===== src/logic/sle_defs.svh =====
`ifndef SLE_DEFS_SVH
`define SLE_DEFS_SVH

// ----------------------------------------------------------------
// Timing, in the units printed, and the clock rate.
// ----------------------------------------------------------------
`define SLE_CLK_KHZ 25000
`define SLE_ACK_US 5000
`define SLE_GUARD_US 10000
`define SLE_CONN_US 5000
`define SLE_RR_REP_US 10000

// ----------------------------------------------------------------
// Window bounds, frame coding and register map.
// ----------------------------------------------------------------
`define SLE_WIN_DEF 3'h4
`define SLE_WIN_MIN 3'h2
`define SLE_CTRL_RSET 8'hF9
`define SLE_CTRL_UA 8'hE6
`define SLE_I_TAG 2'h2
`define SLE_S_TAG 3'h6
`define SLE_S_RR 2'h0
`define SLE_S_REJ 2'h1
`define SLE_S_RNR 2'h2
`define SLE_S_SREJ 2'h3
`define SLE_CAP_SREJ 0
`define SLE_A_CFG 2'h0
`define SLE_A_STAT 2'h1
`define SLE_A_SEQ 2'h2
`define SLE_CFG_START 5
`define SLE_CFG_BUSY 4
`define SLE_CFG_SREJ 3

`endif


===== src/logic/sle_pkg.sv =====
`default_nettype none
package sle_pkg;
	typedef enum logic [1:0] {
		SLE_DOWN = 2'b00,
		SLE_SEND = 2'b01,
		SLE_WAIT = 2'b11,
		SLE_UP = 2'b10
	} sle_state_t;
	typedef struct packed {
		logic [7:0] ctrl;
		logic hasWin;
		logic [7:0] win;
		logic hasCap;
		logic [7:0] cap;
	} sle_frame_t;
endpackage
`default_nettype wire


===== src/logic/sle_link_endpoint.sv =====
// The implementer's own choices: strobed register access and the register offsets.
`default_nettype none
`include "sle_defs.svh"
// What this block does
// - Agreed window fixed until next reset
// - Too-large offer answered by smaller reset
// - Window in reset frames is 2 to 4, or the peer's offer echoed when not above ours
// - Adopt smaller requested window, send acknowledge
// - Unsupported capability: reply flagging supported only
// - Reply window never above peer's offer
// - Identical offer gets acknowledge, not reset
// - Reset frame layout and empty acknowledge
// - Capability bit zero is selective reject
// - Default window four, reduced only at setup
// - Acknowledge received frames within bounded time
// - Retransmit unacknowledged frames after guard time
// - Retry setup when no reply in time
// - Three modulo-8 counters, send counts up
// - Modulo-8 window test
// - Counters cleared after link establishment
// - Reset starts link, discards buffers, notifies
// - Target acknowledges, initiator then established
// - Before setup discard all but resets
// - Acknowledge timer stopped by piggybacked frames
// - Gap in sequence sends reject
// - Not-ready pauses peer, ready repeated
// - Selective reject only when negotiated
// - One selective reject outstanding at once
// - Single loss: selective reject and buffer
module sle_link_endpoint #(
	parameter int unsigned CW = 24,
	parameter int unsigned ACK_TIME_LIMIT_CYC =
		`SLE_ACK_US * `SLE_CLK_KHZ / 1000,
	parameter int unsigned GUARD_RETRANSMIT_TIME_CYC =
		(`SLE_GUARD_US * `SLE_CLK_KHZ + 999) / 1000,
	parameter int unsigned CONNECTION_TIME_LIMIT_CYC =
		`SLE_CONN_US * `SLE_CLK_KHZ / 1000,
	parameter int unsigned RR_REPEAT_CYC =
		`SLE_RR_REP_US * `SLE_CLK_KHZ / 1000,
	parameter logic SREJ_DEF = 1'b1
) (
	// Clock and reset
	input wire logic clk,
	input wire logic reset,
	// Register port
	input wire logic [1:0] regAddr,
	input wire logic [7:0] regWrData,
	input wire logic regWr,
	input wire logic regRd,
	output logic [7:0] regRdData,
	// Frames from the framer
	input wire logic rxValid,
	input wire sle_pkg::sle_frame_t rxFrame,
	// Frames to the framer
	output logic txValid,
	output sle_pkg::sle_frame_t txFrame,
	input wire logic txReady,
	// Upper layer
	input wire logic sendReq,
	output logic sendTaken,
	output logic [2:0] sendSeq,
	output logic rxDeliver,
	output logic [2:0] rxSeq,
	output logic linkUp,
	output logic linkReset
);
	import sle_pkg::*;

	function automatic logic inWin(input logic [2:0] x, input logic [2:0] y,
		input logic [2:0] z);
		if (x <= z)
			return (x <= y) && (y < z);
		return (y >= x) || (y < z);
	endfunction

	// ----------------------------------------------------------------
	// State and decode
	// ----------------------------------------------------------------
	sle_state_t state_q;
	sle_frame_t txFrame_q, txNext;
	logic [2:0] cfgWin_q, win_q, propWin_q, ns_q, vr_q, dn_q;
	logic [2:0] bufSeq_q, resendSeq_q, seqOut, rxSeq_q, sendSeq_q;
	logic [7:0] propCap_q, offWin, offCap, regRdData_q;
	logic cfgSrej_q, cfgBusy_q, srejNeg_q, txValid_q;
	logic pendRset_q, pendUa_q, pendRej_q, pendSrej_q, pendAck_q;
	logic ldRset, ldUa, ldRej, ldSrej, ldAck, ldI;
	logic rejOut_q, srejOut_q, bufValid_q, peerBusy_q, resend_q;
	logic ackRun_q, rrRep_q, busySent_q, drainPend_q;
	logic sendTaken_q, rxDeliver_q, linkUp_q, linkReset_q;
	logic [CW-1:0] ackCnt_q, grdCnt_q, conCnt_q, rrCnt_q, t1Lim;
	logic isUp, rxI, rxS, rxRset, rxUa, tooBig, capBad, estab;
	logic rsetReply, startReq, ackOk, takeI, gapI, useSrej, drain;
	logic txFree, sentRset, t1Exp, t2Exp, t3Exp, trrExp, canSend;
	logic busyEdge, resumeEdge, rewind;
	logic [1:0] sType;
	logic [2:0] rxNs, rxNr;

	assign isUp = state_q == SLE_UP;
	assign rxNs = rxFrame.ctrl[5:3];
	assign rxNr = rxFrame.ctrl[2:0];
	assign sType = rxFrame.ctrl[4:3];
	assign rxI = rxValid && rxFrame.ctrl[7:6] == `SLE_I_TAG;
	assign rxS = rxValid && rxFrame.ctrl[7:5] == `SLE_S_TAG;
	assign rxRset = rxValid && rxFrame.ctrl == `SLE_CTRL_RSET;
	assign rxUa = rxValid && rxFrame.ctrl == `SLE_CTRL_UA;
	assign offWin = rxFrame.hasWin ? rxFrame.win : {5'h0, `SLE_WIN_DEF};
	assign offCap = rxFrame.hasCap ? rxFrame.cap : 8'h00;
	assign tooBig = offWin > {5'h0, cfgWin_q};
	assign capBad = offCap[`SLE_CAP_SREJ] && !cfgSrej_q;
	assign rsetReply = rxRset && (tooBig || capBad);
	assign estab = (rxRset && !rsetReply) || (rxUa && state_q == SLE_WAIT);
	assign startReq = regWr && regAddr == `SLE_A_CFG &&
		regWrData[`SLE_CFG_START];
	// sequenced frames only count once the link is up
	assign ackOk = isUp && (rxI || rxS) &&
		inWin(dn_q, rxNr, 3'(ns_q + 3'h1));
	assign takeI = isUp && rxI && !cfgBusy_q && rxNs == vr_q;
	assign gapI = isUp && rxI && !cfgBusy_q && rxNs != vr_q &&
		inWin(vr_q, rxNs, 3'(vr_q + win_q));
	// selective reject for a single loss
	assign useSrej = gapI && srejNeg_q && rxNs == 3'(vr_q + 3'h1) &&
		!srejOut_q && !bufValid_q;
	assign drain = takeI && bufValid_q && bufSeq_q == 3'(vr_q + 3'h1);
	assign rewind = isUp && rxS && sType == `SLE_S_REJ && ackOk;
	assign busyEdge = isUp && cfgBusy_q && !busySent_q;
	assign resumeEdge = isUp && !cfgBusy_q && busySent_q;
	assign txFree = !txValid_q || txReady;
	assign sentRset = txValid_q && txReady &&
		txFrame_q.ctrl == `SLE_CTRL_RSET;
	assign seqOut = resend_q ? resendSeq_q : ns_q;
	assign canSend = isUp && sendReq && !peerBusy_q &&
		(resend_q || inWin(dn_q, ns_q, 3'(dn_q + win_q)));

	// ----------------------------------------------------------------
	// Register port
	// ----------------------------------------------------------------
	always_ff @(posedge clk) begin
		if (reset) begin
			cfgWin_q <= `SLE_WIN_DEF;
			cfgSrej_q <= SREJ_DEF;
			cfgBusy_q <= 1'b0;
		end else if (regWr && regAddr == `SLE_A_CFG) begin
			// local window clamped to 2 to 4
			if (regWrData[2:0] < `SLE_WIN_MIN)
				cfgWin_q <= `SLE_WIN_MIN;
			else if (regWrData[2:0] > `SLE_WIN_DEF)
				cfgWin_q <= `SLE_WIN_DEF;
			else
				cfgWin_q <= regWrData[2:0];
			cfgSrej_q <= regWrData[`SLE_CFG_SREJ];
			cfgBusy_q <= regWrData[`SLE_CFG_BUSY];
		end
	end

	always_ff @(posedge clk) begin
		if (reset)
			regRdData_q <= 8'h00;
		else if (regRd) begin
			case (regAddr)
				`SLE_A_CFG:
					regRdData_q <= {3'h0, cfgBusy_q, cfgSrej_q, cfgWin_q};
				`SLE_A_STAT:
					regRdData_q <= {2'h0, state_q, srejNeg_q, win_q};
				`SLE_A_SEQ:
					regRdData_q <= {1'b0, dn_q, 1'b0, ns_q};
				default:
					regRdData_q <= {5'h0, vr_q};
			endcase
		end
	end

	// ----------------------------------------------------------------
	// Transmit choice, one frame held until the framer takes it
	// ----------------------------------------------------------------
	always_comb begin
		txNext = '0;
		ldRset = 1'b0;
		ldUa = 1'b0;
		ldSrej = 1'b0;
		ldRej = 1'b0;
		ldAck = 1'b0;
		ldI = 1'b0;
		if (txFree) begin
			if (pendRset_q) begin
				ldRset = 1'b1;
				txNext.ctrl = `SLE_CTRL_RSET;
				txNext.hasWin = 1'b1;
				txNext.win = {5'h0, propWin_q};
				txNext.hasCap = 1'b1;
				txNext.cap = propCap_q;
			end else if (pendUa_q) begin
				ldUa = 1'b1;
				txNext.ctrl = `SLE_CTRL_UA;
			end else if (pendSrej_q) begin
				ldSrej = 1'b1;
				txNext.ctrl = {`SLE_S_TAG, `SLE_S_SREJ, vr_q};
			end else if (pendRej_q) begin
				ldRej = 1'b1;
				txNext.ctrl = {`SLE_S_TAG, `SLE_S_REJ, vr_q};
			end else if (pendAck_q) begin
				// not-ready while the upper layer is busy
				ldAck = 1'b1;
				txNext.ctrl = {`SLE_S_TAG,
					cfgBusy_q ? `SLE_S_RNR : `SLE_S_RR, vr_q};
			end else if (canSend) begin
				ldI = 1'b1;
				txNext.ctrl = {`SLE_I_TAG, seqOut, vr_q};
			end
		end
	end

	always_ff @(posedge clk) begin
		if (reset) begin
			txValid_q <= 1'b0;
			txFrame_q <= '0;
		end else if (txFree) begin
			txValid_q <= ldRset | ldUa | ldSrej | ldRej | ldAck | ldI;
			txFrame_q <= txNext;
		end
	end

	// Each pending flag: a new cause wins over the load that clears it.
	always_ff @(posedge clk) begin
		if (reset) begin
			pendRset_q <= 1'b0;
			pendUa_q <= 1'b0;
			pendRej_q <= 1'b0;
			pendSrej_q <= 1'b0;
			pendAck_q <= 1'b0;
		end else begin
			pendRset_q <= startReq || rsetReply ||
				(state_q == SLE_WAIT && t3Exp && !rxUa && !rxRset) ||
				(pendRset_q && !ldRset && !estab);
			pendUa_q <= (rxRset && !rsetReply) || (pendUa_q && !ldUa);
			pendRej_q <= (gapI && !useSrej && !rejOut_q) ||
				(pendRej_q && !ldRej && !estab);
			pendSrej_q <= useSrej || (pendSrej_q && !ldSrej && !estab);
			pendAck_q <= t1Exp || trrExp || busyEdge || resumeEdge ||
				(pendAck_q && !ldAck && !ldI && isUp);
		end
	end

	// ----------------------------------------------------------------
	// Link establishment
	// ----------------------------------------------------------------
	always_ff @(posedge clk) begin
		if (reset) begin
			state_q <= SLE_DOWN;
			propWin_q <= `SLE_WIN_DEF;
			propCap_q <= 8'h00;
			win_q <= `SLE_WIN_DEF;
			srejNeg_q <= 1'b0;
		end else begin
			if (startReq) begin
				propWin_q <= cfgWin_q;
				propCap_q <= {7'h00, cfgSrej_q};
			end else if (rsetReply) begin
				// reply window never above the offer
				propWin_q <= tooBig ? cfgWin_q : offWin[2:0];
				propCap_q <= {7'h00, cfgSrej_q & offCap[`SLE_CAP_SREJ]};
			end
			if (estab) begin
				win_q <= rxRset ? offWin[2:0] : propWin_q;
				srejNeg_q <= rxRset ? offCap[`SLE_CAP_SREJ] :
					propCap_q[`SLE_CAP_SREJ];
			end
			if (rxRset)
				state_q <= rsetReply ? SLE_SEND : SLE_UP;
			else begin
				case (state_q)
					SLE_DOWN:
						if (startReq)
							state_q <= SLE_SEND;
					SLE_SEND:
						if (sentRset)
							state_q <= SLE_WAIT;
					SLE_WAIT: begin
						if (rxUa)
							state_q <= SLE_UP;
						else if (t3Exp || startReq)
							state_q <= SLE_SEND;
					end
					SLE_UP:
						if (startReq)
							state_q <= SLE_SEND;
					default:
						state_q <= SLE_DOWN;
				endcase
			end
		end
	end

	// ----------------------------------------------------------------
	// Sequence variables and receive buffer
	// ----------------------------------------------------------------
	always_ff @(posedge clk) begin
		if (reset || estab || startReq) begin
			ns_q <= 3'h0;
			vr_q <= 3'h0;
			dn_q <= 3'h0;
			rejOut_q <= 1'b0;
			srejOut_q <= 1'b0;
			bufValid_q <= 1'b0;
			bufSeq_q <= 3'h0;
			peerBusy_q <= 1'b0;
			resend_q <= 1'b0;
			resendSeq_q <= 3'h0;
		end else begin
			if (takeI)
				vr_q <= drain ? 3'(vr_q + 3'h2) : 3'(vr_q + 3'h1);
			if (ackOk)
				dn_q <= rxNr;
			if (rewind)
				ns_q <= rxNr;
			else if (t2Exp)
				ns_q <= dn_q;
			else if (ldI && !resend_q)
				ns_q <= 3'(ns_q + 3'h1);
			if (takeI)
				rejOut_q <= 1'b0;
			else if (gapI && !useSrej)
				rejOut_q <= 1'b1;
			if (useSrej) begin
				srejOut_q <= 1'b1;
				bufValid_q <= 1'b1;
				bufSeq_q <= rxNs;
			end else if (drain) begin
				srejOut_q <= 1'b0;
				bufValid_q <= 1'b0;
			end
			if (isUp && rxS)
				peerBusy_q <= sType == `SLE_S_RNR;
			if (isUp && rxS && sType == `SLE_S_SREJ && srejNeg_q) begin
				resend_q <= 1'b1;
				resendSeq_q <= rxNr;
			end else if (ldI)
				resend_q <= 1'b0;
		end
	end

	// ----------------------------------------------------------------
	// Timers
	// ----------------------------------------------------------------
	// limit scales with the window
	assign t1Lim = CW'(ACK_TIME_LIMIT_CYC / 4) * {{(CW-3){1'b0}}, win_q};
	assign t1Exp = ackRun_q && ackCnt_q >= t1Lim;
	assign t2Exp = isUp && grdCnt_q == CW'(GUARD_RETRANSMIT_TIME_CYC);
	assign t3Exp = conCnt_q == CW'(CONNECTION_TIME_LIMIT_CYC);
	assign trrExp = rrRep_q && rrCnt_q == CW'(RR_REPEAT_CYC);

	always_ff @(posedge clk) begin
		if (reset || !isUp) begin
			ackRun_q <= 1'b0;
			ackCnt_q <= '0;
		end else if (takeI && !ackRun_q) begin
			ackRun_q <= 1'b1;
			ackCnt_q <= '0;
		end else if (ldI || ldAck || t1Exp) begin
			// sent frames carry the acknowledge
			// Stopping at expiry keeps one expiry to one queued frame.
			ackRun_q <= 1'b0;
			ackCnt_q <= '0;
		end else if (ackRun_q && !t1Exp)
			ackCnt_q <= ackCnt_q + 1'b1;
	end

	always_ff @(posedge clk) begin
		// guard restarts on each send or acknowledge
		if (reset || !isUp || dn_q == ns_q || ldI || ackOk || t2Exp)
			grdCnt_q <= '0;
		else
			grdCnt_q <= grdCnt_q + 1'b1;
	end

	always_ff @(posedge clk) begin
		// connection time runs from the reset leaving
		if (reset || state_q != SLE_WAIT || t3Exp)
			conCnt_q <= '0;
		else
			conCnt_q <= conCnt_q + 1'b1;
	end

	always_ff @(posedge clk) begin
		if (reset || !isUp) begin
			busySent_q <= 1'b0;
			rrRep_q <= 1'b0;
			rrCnt_q <= '0;
		end else begin
			busySent_q <= cfgBusy_q;
			// ready repeated until an I frame arrives
			if (rxI || cfgBusy_q)
				rrRep_q <= 1'b0;
			else if (resumeEdge)
				rrRep_q <= 1'b1;
			if (ldAck || !rrRep_q || trrExp)
				rrCnt_q <= '0;
			else if (!trrExp)
				rrCnt_q <= rrCnt_q + 1'b1;
		end
	end

	// ----------------------------------------------------------------
	// Upper-layer outputs
	// ----------------------------------------------------------------
	always_ff @(posedge clk) begin
		if (reset) begin
			sendTaken_q <= 1'b0;
			sendSeq_q <= 3'h0;
			rxDeliver_q <= 1'b0;
			rxSeq_q <= 3'h0;
			drainPend_q <= 1'b0;
			linkUp_q <= 1'b0;
			linkReset_q <= 1'b0;
		end else begin
			sendTaken_q <= ldI;
			if (ldI)
				sendSeq_q <= seqOut;
			// buffered frame follows one cycle later
			rxDeliver_q <= takeI || drainPend_q;
			rxSeq_q <= takeI ? rxNs : bufSeq_q;
			drainPend_q <= drain;
			linkUp_q <= isUp;
			// upper layer told of every link reset
			linkReset_q <= estab || (startReq && isUp);
		end
	end

	assign regRdData = regRdData_q;
	assign txValid = txValid_q;
	assign txFrame = txFrame_q;
	assign sendTaken = sendTaken_q;
	assign sendSeq = sendSeq_q;
	assign rxDeliver = rxDeliver_q;
	assign rxSeq = rxSeq_q;
	assign linkUp = linkUp_q;
	assign linkReset = linkReset_q;

	// ----------------------------------------------------------------
	// Checks
	// ----------------------------------------------------------------
	property p_discard;
		@(posedge clk) disable iff (reset)
		!isUp && rxI |=> !rxDeliver_q || $past(drainPend_q);
	endproperty
	a_discard: assert property (p_discard)
		else $error("frame delivered before link up");

	property p_smaller;
		@(posedge clk) disable iff (reset)
		rxRset && tooBig && !startReq |=>
			pendRset_q && {5'h0, propWin_q} < $past(offWin);
	endproperty
	a_smaller: assert property (p_smaller)
		else $error("oversized offer not answered smaller");

	property p_winrange;
		@(posedge clk) disable iff (reset)
		txValid_q && txFrame_q.ctrl == `SLE_CTRL_RSET |->
			txFrame_q.win >= {5'h0, `SLE_WIN_MIN} &&
			txFrame_q.win <= {5'h0, `SLE_WIN_DEF};
	endproperty
	a_winrange: assert property (p_winrange)
		else $error("reset frame window out of range");

	property p_clear;
		@(posedge clk) disable iff (reset)
		estab |=> ns_q == 3'h0 && vr_q == 3'h0 && dn_q == 3'h0;
	endproperty
	a_clear: assert property (p_clear)
		else $error("counters not cleared at establishment");

	property p_nsinc;
		@(posedge clk) disable iff (reset)
		ldI && !resend_q && !rewind && !t2Exp && !estab && !startReq |=>
			ns_q == 3'($past(ns_q) + 3'h1) && sendTaken_q;
	endproperty
	a_nsinc: assert property (p_nsinc)
		else $error("send counter did not advance");

	property p_retry;
		@(posedge clk) disable iff (reset)
		state_q == SLE_WAIT && t3Exp && !rxValid && !regWr |=>
			state_q == SLE_SEND ##0 pendRset_q;
	endproperty
	a_retry: assert property (p_retry)
		else $error("no setup retry after connection time");

	property p_srejneg;
		@(posedge clk) disable iff (reset)
		txValid_q && txFrame_q.ctrl[7:3] == {`SLE_S_TAG, `SLE_S_SREJ}
			|-> srejNeg_q;
	endproperty
	a_srejneg: assert property (p_srejneg)
		else $error("selective reject without negotiation");

	property p_winfix;
		@(posedge clk) disable iff (reset)
		!estab |=> $stable(win_q);
	endproperty
	a_winfix: assert property (p_winfix)
		else $error("window changed outside establishment");

	property p_piggy;
		@(posedge clk) disable iff (reset)
		ldI && !takeI |=> !ackRun_q;
	endproperty
	a_piggy: assert property (p_piggy)
		else $error("ack timer kept running after send");
endmodule
`default_nettype wire


===== config.mk =====
export PLATFORM = sky130hd
export DESIGN_NAME = sle_link_endpoint
export DESIGN_NICKNAME = d
export VERILOG_FILES = /design/src/logic/sle_pkg.sv /design/src/logic/sle_link_endpoint.sv
export VERILOG_INCLUDE_DIRS = /design/src /design/src/logic
export SDC_FILE = /design/constraint.sdc
export NUM_CORES = 1
export LEC_CHECK = 0
export BUFFER_PORTS_ARGS = -buffer_cell sky130_fd_sc_hd__buf_4
export CAP_MARGIN = 20
export CELL_PAD_IN_SITES_DETAIL_PLACEMENT = 1
export CELL_PAD_IN_SITES_GLOBAL_PLACEMENT = 1
export CORE_ASPECT_RATIO = 0.6
export CORE_MARGIN = 10
export CORE_UTILIZATION = 49
export DETAILED_ROUTE_END_ITERATION = 8
export PLACE_DENSITY_LB_ADDON = 0.1
export SETUP_SLACK_MARGIN = 0.05
export SYNTH_ARGS = -nofsm -noshare
export SYNTH_HDL_FRONTEND = slang
export SYNTH_SLANG_ARGS = --single-unit

===== constraint.sdc =====
create_clock -name clk -period 7 [get_ports clk]
set_input_delay 1.75 -clock clk [delete_from_list [all_inputs] [get_ports clk]]
set_output_delay 1.75 -clock clk [all_outputs]
set_load 0.005 [all_outputs]

==> results of run 1 <==
cell type report:
type	count	area [um^2]
tap	240	300
multi-input combinational	796	5350
inverter	57	214
timing repair buffer	66	495
clock buffer	21	470
sequential	170	3400
clock inverter	10	119
fill	2179	7910
cell usage after synthesis, drive strengths merged (2+ instances only):
cell type | instances | area [um^2]
a211o | 3 | 27.5
a211oi | 12 | 90.1
a21o | 7 | 53.8
a21oi | 38 | 194
a22oi | 2 | 15.0
a31oi | 6 | 37.5
a32oi | 3 | 26.3
and2 | 11 | 68.8
and3 | 22 | 138
and4 | 9 | 78.8
buf | 27 | 184
clkbuf | 23 | 87.6
dfxtp | 170 | 3400
fa | 5 | 100
ha | 62 | 776
inv | 57 | 214
maj3 | 2 | 20.0
mux2 | 5 | 56.3
mux2i | 28 | 280
mux4 | 3 | 67.6
nand2 | 77 | 292
nand2b | 10 | 62.6
nand3 | 46 | 230
nand3b | 2 | 15.0
nand4 | 27 | 169
nand4b | 4 | 41.3
nor2 | 168 | 638
nor2b | 8 | 50.1
nor3 | 14 | 70.1
nor4 | 20 | 155
nor4b | 9 | 78.8
nor4bb | 2 | 20.0
o211ai | 5 | 42.5
o21a | 4 | 30.0
o21ai | 32 | 164
o21bai | 3 | 33.8
o31ai | 2 | 15.0
o41ai | 2 | 36.3
or2 | 4 | 25.0
or3 | 7 | 43.8
or4 | 7 | 61.3
xnor2 | 47 | 412
xor2 | 53 | 464
worst max-delay path, delay by kind of cell, from the launching register on:
family	cells	cell delay (ps)
buffers and inverters	3	570
AND/OR/NAND/NOR	3	870
adder cells (fa/ha/maj)	3	1260
flip-flops	1	610
XOR/XNOR	1	200
AO/OA/AOI/OAI	5	1120
power by group:
part / total (W) / internal (W) / switching [W]
sequential: 0.000976 / 0.000971 / 0.00000513
combinational: 0.0000754 / 0.0000316 / 0.0000438
clock: 0.000958 / 0.000552 / 0.000406
flip-flops by register name, summed over array words and instances, names as in the netlist, 7 cells and up:
name,cells
ackCnt_q,24
conCnt_q,24
grdCnt_q,24
regRdData,7
rrCnt_q,24
txFrame,13
kinds of logic (layout without fill, tap and decap cells):
| logic type | count (synthesis) | after routing | share of synthesized area |
|---|---|---|---|
| adders and majority gates | 69 | 69 | 0.0975 |
| other | 1 | 13 | 0.000408 |
| and+or+nand+nor | 450 | 450 | 0.247 |
| AOI/OAI and AO/OA | 128 | 128 | 0.0927 |
| DFF | 170 | 170 | 0.370 |
| buffers and inverters | 107 | 154 | 0.0528 |
| muxes | 36 | 36 | 0.0440 |
| xor gates and xnor gates | 100 | 100 | 0.0953 |
cell usage in the layout (no fill, tap or decap), types with 3 or more instances in the layout:
master / Yosys / layout
mux4_2: 3 / 3
fa_1: 5 / 5
buf_4: 14 / 66
a21o_1: 6 / 6
and4_1: 9 / 9
nand4_1: 27 / 27
mux2_2: 5 / 5
nand4b_1: 3 / 3
nand2_1: 76 / 76
xor2_1: 53 / 53
o211ai_1: 4 / 4
nor2_1: 167 / 167
or4_1: 4 / 4
nor2b_1: 8 / 8
clkbuf_8: 0 / 3
a31oi_1: 6 / 6
nand2b_1: 10 / 10
clkinvlp_4: 0 / 3
and3_1: 22 / 22
and2_1: 11 / 11
nor4b_1: 9 / 9
ha_1: 62 / 62
conb_1: 1 / 13
or3_1: 7 / 7
a32oi_1: 3 / 3
nand3_1: 46 / 46
clkbuf_16: 0 / 17
nor4_1: 18 / 18
a21oi_1: 37 / 37
dfxtp_1: 170 / 170
a211oi_1: 12 / 12
or2_2: 4 / 4
o21ai_0: 30 / 30
mux2i_1: 28 / 28
inv_1: 57 / 57
o21a_1: 4 / 4
xnor2_1: 47 / 47
clkinv_4: 0 / 3
nor3_1: 14 / 14
worst max path at each step:
| stage | endpoint | slack (ps) | depth (start not counted) |
|---|---|---|---|
| floorplan | ackCnt_q[13] | 3170 | 15 |
| finish | ackCnt_q[0] | 2290 | 15 |
| global placement | ackCnt_q[4] | 2510 | 17 |
| detailed placement | ackCnt_q[0] | 2280 | 15 |
| CTS | ackCnt_q[0] | 2270 | 15 |
| global route | ackCnt_q[0] | 1960 | 17 |
through the flow:
stage | power [W] | hold slack, ps | area [um^2]
2_1_floorplan | 0.00104 | 408 | 9240
3_5_place_dp | 0.00107 | 422 | 9760
5_1_grt | 0.00208 | 466 | 10400
3_3_place_gp | 0.00107 | 417 | 9760
4_1_cts | 0.00202 | 432 | 10400
6_report | 0.00201 | 429 | 10400
metal layers:
layer,global-route usage,up-vias
met5,0,-
met4,0.0608,0
met3,0.0428,22
met2,0.310,136
met1,0.290,3752
li1,-,3732
==> out/metrics.cfg, run 1 <==
[clock_tree]
cts_resized = 0
cts-root-buf = clkbuf_16
clk_path_buf_depth = 2
clk_pin_slew_ps = 70
cts_max_level = 4
cts_tree = built
cts_hold_buf = 0
worstSkewPairLatency_ps = 440
cts_buffers = 17
postCtsSetupRepairBufs = 0
clock-sinks = 170

[route]
wl_met2_um = 11100
dr.pass1.iters = 5
drt-initial-drc-count = 391
ant_nets = 0
drc_errors = 0
highest_layer = met4
wl_per_cell_um = 18.7
wirelength_um = 25400
dr_wl_met3_um = 1160
wl_met1_um = 12800
vias = 7642
routed_via_density = 5.62

[run]
max_cap_viol_count = 0

[sta]
max_freq_mhz = 212
skew_ps = 12.4
fin_ws_ps = 2290
tightest_slew_ps = 932
setup_viol = 0
hold_viol_final = 0
slew_headroom = 0.377
setup_tns_ps = 0
maxSlewViolCount = 0
rsz0062_at_grt = no
timing.final.crit_share = 0.673
fin_crit_ps = 4710

[cells_and_area]
n_antenna_cell = 0
syn2layout_area_growth_pct = 12.6
final_layout_size_suffix_gt1_frac = 0.113
fin_nets = 1218
stdcell_count = 1360
utilization = 0.567

[pwr]
p_leak_nw = 4.03
power.density_nw_per_um2 = 194
peakVddDrop_uv = 185

[global_route]
grt_first_pass_wirelength_um = 41700
grt_usage = 0.206
antenna_found_initial = 0
grt_pass1_vias = 7858
grt_max_degree = 48
overflow = 0

[setup_path]
max_stage_delay_ps = 660
rrSetupSlack_ps = 2290
timing.rr.end = ackCnt_q[0]
reg2regPathDepth = 15
critPathKind = reg2reg
path_cells = inv_1, fa_1, inv_1, ha_1, a21o_1, a21oi_1, xor2_1, ha_1, or2_2, a31oi_1, o41ai_4, buf_4, nor3_1, o21bai_4, nor2_1
cp.arrival_ps = 5070
cp-startpoint = win_q[0]
crit_required_ps = 7360
start_kind = flop
critPathMaxFanout = 22
critPathSlowestCell = fa_1
r2r-start = win_q[0]
endpoint_kind = flop

[floorplanning]
core_area_um2 = 18300
pin_count = 88
core.rowCount = 38
die_w_um = 197
die_area_um2 = 24800
initial_core_util = 0.503
die_h_um = 126

[hold_path]
hold_path.startpoint = ackCnt_q[22]
hold_path_depth = 2
hold_end = ackCnt_q[22]
hold_class = reg2reg

[synthesis]
async_reset_ff_frac = 0
yosysSeqAreaShare = 0.370
netlist_area_um2 = 9190
yosys_warnings = 0
syn_avg_cell_area_um2 = 8.66
synthCells = 1061
synth_flop_cell = dfxtp_1
ys_seq_elements = 170
ys_types = 74
synth_edf_count = 0

[place]
portBuffers = 65
place_congestion = 0.858
pre_cts_ws_ps = 2280
detailed_place_hpwl_um = 18500
dpl.cell_count = 1329

[outcome]
status = finished, final reports clean

Power figures use the tool's default switching activity.
==> run 2, diff against run 1 <==
--- a/config.mk
+++ b/config.mk
@@ -12,7 +12,7 @@
 export CELL_PAD_IN_SITES_GLOBAL_PLACEMENT = 1
 export CORE_ASPECT_RATIO = 0.6
 export CORE_MARGIN = 10
-export CORE_UTILIZATION = 49
+export CORE_UTILIZATION = 46
 export DETAILED_ROUTE_END_ITERATION = 8
 export PLACE_DENSITY_LB_ADDON = 0.1
 export SETUP_SLACK_MARGIN = 0.05
==> constraint.sdc (replaced) <==
create_clock -name clk -period 4.7 [get_ports clk]
set_input_delay 1.175 -clock clk [delete_from_list [all_inputs] [get_ports clk]]
set_output_delay 1.175 -clock clk [all_outputs]
set_load 0.005 [all_outputs]
==> run 2 against run 1 <==
  * Maximum frequency grew 11%
  * Clock power grew 70%
  * Die area grew 5.7%
  * Largest cell class unchanged
  * Cell count grew 2.7%
  * Setup slack lost 1800 ps
  * Cell area grew 1.9%
  * Clock skew shrank 5.8 ps
==> out/metrics.cfg, run 2 (synthesized netlist as in run 1, its figures left out) <==
[clock_tree]
cts_hold_buf = 0
worstSkewPairLatency_ps = 440
clock-sinks = 170
clk_pin_slew_ps = 70
cts_tree = built
clk_path_buf_depth = 2
cts-root-buf = clkbuf_16
cts_buffers = 17
cts_max_level = 4

[cells_and_area]
final_layout_size_suffix_gt1_frac = 0.121
multi_input_area_um2 = 5350
fin_area_um2 = 10600
fin_nets = 1228
stdcell_count = 1397
mostFrequentLayoutCell = dfxtp_1
syn2layout_area_growth_pct = 14.8
fillers = 2324
ff_latch_area_um2 = 3400
utilization = 0.546
final_cell_mix = dfxtp_1, nor2_1, nand2_1, buf_4, ha_1
n_antenna_cell = 0

[route]
dr.pass1.iters = 5
drc_errors = 0
routed_via_density = 5.48
ant_nets = 0
wl_per_cell_um = 18.5
wirelength_um = 25800
vias = 7662
drt-initial-drc-count = 386

[setup_path]
r2r-start = win_q[1]
critPathMaxFanout = 22
crit_required_ps = 5070
endpoint_kind = flop
reg2regPathDepth = 15
start_kind = flop
cp.arrival_ps = 4620
timing.rr.end = ackCnt_q[6]
critPathKind = reg2reg
rrSetupSlack_ps = 450

[sta]
setup_tns_ps = 0
fin_crit_ps = 4250
hold_ws_ps = 439
tightest_slew_ps = 924
slew_headroom = 0.382
timing.final.crit_share = 0.905
max_freq_mhz = 235
setup_viol = 0
hold_viol_final = 0
skew_ps = 6.57
rsz0062_at_grt = no
maxSlewViolCount = 0

[place]
dpl.cell_count = 1361
detailed_place_hpwl_um = 19000
portBuffers = 65
place_congestion = 0.846
place_area_um2 = 9840

[global_route]
overflow = 0
grt_usage = 0.197
antenna_found_initial = 0
grt_first_pass_wirelength_um = 42100
grt_max_degree = 48
grt_pass1_vias = 7848

[floorplanning]
die_w_um = 203
core_area_um2 = 19300
die_h_um = 130
core.rowCount = 39
initial_core_util = 0.476
pin_count = 88
die_area_um2 = 26200

[hold_path]
hold_path.startpoint = ackCnt_q[23]
hold_class = reg2reg
hold_path_depth = 2
hold_end = ackCnt_q[23]

[run]
max_cap_viol_count = 0

[pwr]
peakVddDrop_uv = 248
power.density_nw_per_um2 = 303
p_leak_nw = 4.12

[outcome]
status = finished, final reports clean

==> run 2: repair_timing <==
action / in CTS / in global routing
endpoints found under the setup margin: 0 / 22
setup buffers: 0 / 4
gates resized for setup: 0 / 0
==> run 2: critical path, cell delays in order, from the launching register on <==
cell	delay, ps
dfxtp_1	340
inv_1	170
fa_1	640
inv_1	90
ha_1	320
a21o_1	180
a21oi_1	180
xor2_1	200
ha_1	290
or2_2	310
a31oi_1	340
o41ai_4	130
buf_4	180
nor3_1	350
o21bai_4	270
nor2_1	180
==> run 2: worst max path at each step <==
stage                         endpoint  cells past startpoint     start  slack [ps]
after floorplan           ackCnt_q[15]                     15  win_q[0]         870
after CTS                  ackCnt_q[6]                     14  win_q[1]          70
final                      ackCnt_q[6]                     15  win_q[1]         450
after global routing       ackCnt_q[6]                     17  win_q[1]         150
after global placement    ackCnt_q[14]                     14  win_q[1]         260
after detailed placement   ackCnt_q[6]                     14  win_q[1]         140
==> run 2: final cells by class <==
cell class                 count  share of cell area
clock inverter                 9              0.0173
timing repair buffer          76              0.0541
tap                          266              0.0315
multi-input combinational    796               0.507
sequential                   170               0.323
inverter                      57              0.0203
clock buffer                  23              0.0472
==> run 2: layer usage <==
metal  wire, um  vias up  GRT usage
li1           -     3761          -
met2      10900      148      0.297
met1      13400     3728      0.281
met5          0        -          0
met4        276        0     0.0480
met3       1230       25     0.0421
==> run 2: per-stage QoR <==
step                total power [W]  worst slack [ps]
floorplan                   0.00155               870
CTS                         0.00323              66.9
finish                      0.00320               449
global route                0.00331               149
detailed placement          0.00160               140
global placement            0.00159               264
==> run 2: report_power, final <==
group	internal [W]	switching, W
Clock	0.00102	0.000612
Combinational	0.0000475	0.0000668
Sequential	0.00145	0.00000756
==> run 3, diff against run 2 <==
--- a/config.mk
+++ b/config.mk
@@ -6,8 +6,8 @@
 export SDC_FILE = /design/constraint.sdc
 export NUM_CORES = 1
 export LEC_CHECK = 0
-export BUFFER_PORTS_ARGS = -buffer_cell sky130_fd_sc_hd__buf_4
-export CAP_MARGIN = 20
+export BUFFER_PORTS_ARGS = -buffer_cell sky130_fd_sc_hd__buf_2
+export CAP_MARGIN = 5
 export CELL_PAD_IN_SITES_DETAIL_PLACEMENT = 1
 export CELL_PAD_IN_SITES_GLOBAL_PLACEMENT = 1
 export CORE_ASPECT_RATIO = 0.6
@@ -19,3 +19,4 @@
 export SYNTH_ARGS = -nofsm -noshare
 export SYNTH_HDL_FRONTEND = slang
 export SYNTH_SLANG_ARGS = --single-unit
+export TNS_END_PERCENT = 100
==> run 3 against run 2 <==
  * Sequential power about the same
  * Clock skew rose by 4.8 ps
  * Sequential share of layout area grew 0.63 points
  * Routed wire length fell by 1.4%
  * First-iteration DRC count grew 5.2%
  * Cell area shrank 1.9%
  * Via count rose by 0.64%
  * Register-to-register slack better by 140 ps
  * Combinational power shrank 9%
  * Flip-flop and latch count did not move
  * Cell count increased by 0.14%
  * Power is 4.5% lower
  * Critical path type unchanged
  * Critical endpoint is now ackCnt_q[13]
  * Largest cell class unchanged
  * Highest routed layer unchanged
==> out/metrics.cfg, run 3 (synthesized netlist as in run 1, its figures left out) <==
[outcome]
status = finished, final reports clean

[setup_path]
cp_num_buf_inv = 4
start_kind = flop
r2r-start = win_q[1]
critPathSlowestCell = fa_1
max_stage_delay_ps = 630
critPathKind = reg2reg
cpLargestDelayFamily = adder cells
rrSetupSlack_ps = 580
critPathMaxFanout = 14
cp.arrival_ps = 4420
cp-endpoint = ackCnt_q[13]
endpoint_kind = flop
path_cells = inv_1, fa_1, inv_1, ha_1, a21o_1, a21oi_1, o21bai_1, a21oi_1, ha_1, nand2_1, nor2_1, a31oi_1, o41ai_4, buf_12, buf_4, nor4_1, xnor2_1, nor2_1
timing.rr.end = ackCnt_q[13]
reg2regPathDepth = 18
cp-startpoint = win_q[1]
crit_required_ps = 5010
crit_cells = 18

[floorplanning]
die_area_um2 = 26200
die_h_um = 130
die_w_um = 203
core_area_um2 = 19300
core.rowCount = 39
initial_core_util = 0.476
pin_count = 88

[pwr]
p_leak_nw = 4.08
p_sw_frac = 0.225
power.density_nw_per_um2 = 295
comb_power_share = 0.034
power_frac_clock = 0.490
power_w = 0.00305
pwr-share-seq = 0.476
p_sw_w = 0.000687
p_int_w = 0.00237
peakVddDrop_uv = 238

[cells_and_area]
final_cell_mix = dfxtp_1, nor2_1, nand2_1, buf_2, ha_1
fin_nets = 1230
final_layout_size_suffix_gt1_frac = 0.121
mostFrequentLayoutCell = dfxtp_1
utilization = 0.536
n_antenna_cell = 0
syn2layout_area_growth_pct = 12.6

[clock_tree]
clk_path_buf_depth = 2
clk_pin_slew_ps = 70
cts-root-buf = clkbuf_16
cts_hold_buf = 0
cts_tree = built
cts_max_level = 4
clock-sinks = 170
cts_buffers = 17
worstSkewPairLatency_ps = 440

[place]
place_congestion = 0.837
portBuffers = 65
detailed_place_hpwl_um = 18900

[route]
drt-initial-drc-count = 406
dr_wl_met3_um = 1030
routed_via_density = 5.51
highest_layer = met4
wl_met1_um = 13500
drc_errors = 0
dr.pass1.iters = 5
ant_nets = 0
wl_per_cell_um = 18.2
wirelength_um = 25400
wl_met2_um = 10600
vias = 7711

[sta]
skew_ps = 11.4
setup_tns_ps = 0
maxSlewViolCount = 0
hold_viol_final = 0
slew_headroom = 0.367
tightest_slew_ps = 946
setup_viol = 0
timing.final.crit_share = 0.876
rsz0062_at_grt = no
max_freq_mhz = 243
fin_crit_ps = 4120

[global_route]
grt_first_pass_wirelength_um = 41900
overflow = 0
grt_max_degree = 47
antenna_found_initial = 0
grt_usage = 0.196
grt_pass1_vias = 7809

[run]
max_cap_viol_count = 0

[hold_path]
hold_class = reg2reg
hold_path_depth = 2

run 3: cell type report:
type	instances	area, um^2
inverters	57	214
repair buffers	78	435
well taps	266	333
clock inverters	9	136
fillers	2350	8970
multi-input cells	796	5350
flip-flops and latches	170	3400
clock buffers	23	478
run 3: layer usage:
layer,global-route usage,vias up
li1,-,3772
met1,0.286,3783
met2,0.287,140
met3,0.0413,16
met4,0.0507,0
met5,0,-
run 3: worst min path at each step:
stage,start,end,slack (ps)
after floorplan,ackCnt_q[22],ackCnt_q[22],410
after global placement,ackCnt_q[23],ackCnt_q[23],420
after detailed placement,ackCnt_q[23],ackCnt_q[23],420
after CTS,ackCnt_q[23],ackCnt_q[23],430
after global routing,ackCnt_q[23],ackCnt_q[23],460
final,ackCnt_q[23],ackCnt_q[23],430
run 3: per-stage QoR:
step	cell area (um^2)	setup slack [ps]	hold WS [ps]	std cells
5_1_grt	10300	154	455	1399
3_3_place_gp	9690	269	419	1363
3_5_place_dp	9690	182	422	1363
2_1_floorplan	9240	870	408	1073
4_1_cts	10300	172	432	1395
6_report	10300	584	428	1399
run 3: worst reg2reg max path, stage by stage, from the launching register on:
cell      delay [ps]
dfxtp_1          330
inv_1            160
fa_1             630
inv_1             80
ha_1             290
a21o_1           180
a21oi_1          210
o21bai_1          90
a21oi_1          170
ha_1             260
nand2_1          140
nor2_1            80
a31oi_1          290
o41ai_4          150
buf_12           170
buf_4            140
nor4_1           400
xnor2_1          170
nor2_1            60
run 3: power by group through the flow:
stage	clock network [W]	logic, W	registers, W
after detailed placement	0	0.000101	0.00149
final	0.00150	0.000104	0.00145
after floorplan	0	0.0000693	0.00148
after global routing	0.00158	0.000116	0.00145
after global placement	0	0.0000996	0.00149
after CTS	0.00152	0.000103	0.00145
run 3: timing repair:
item	in CTS	in global routing
resized for setup	0	0
buffers inserted	0	4
endpoints found under the setup margin	0	22
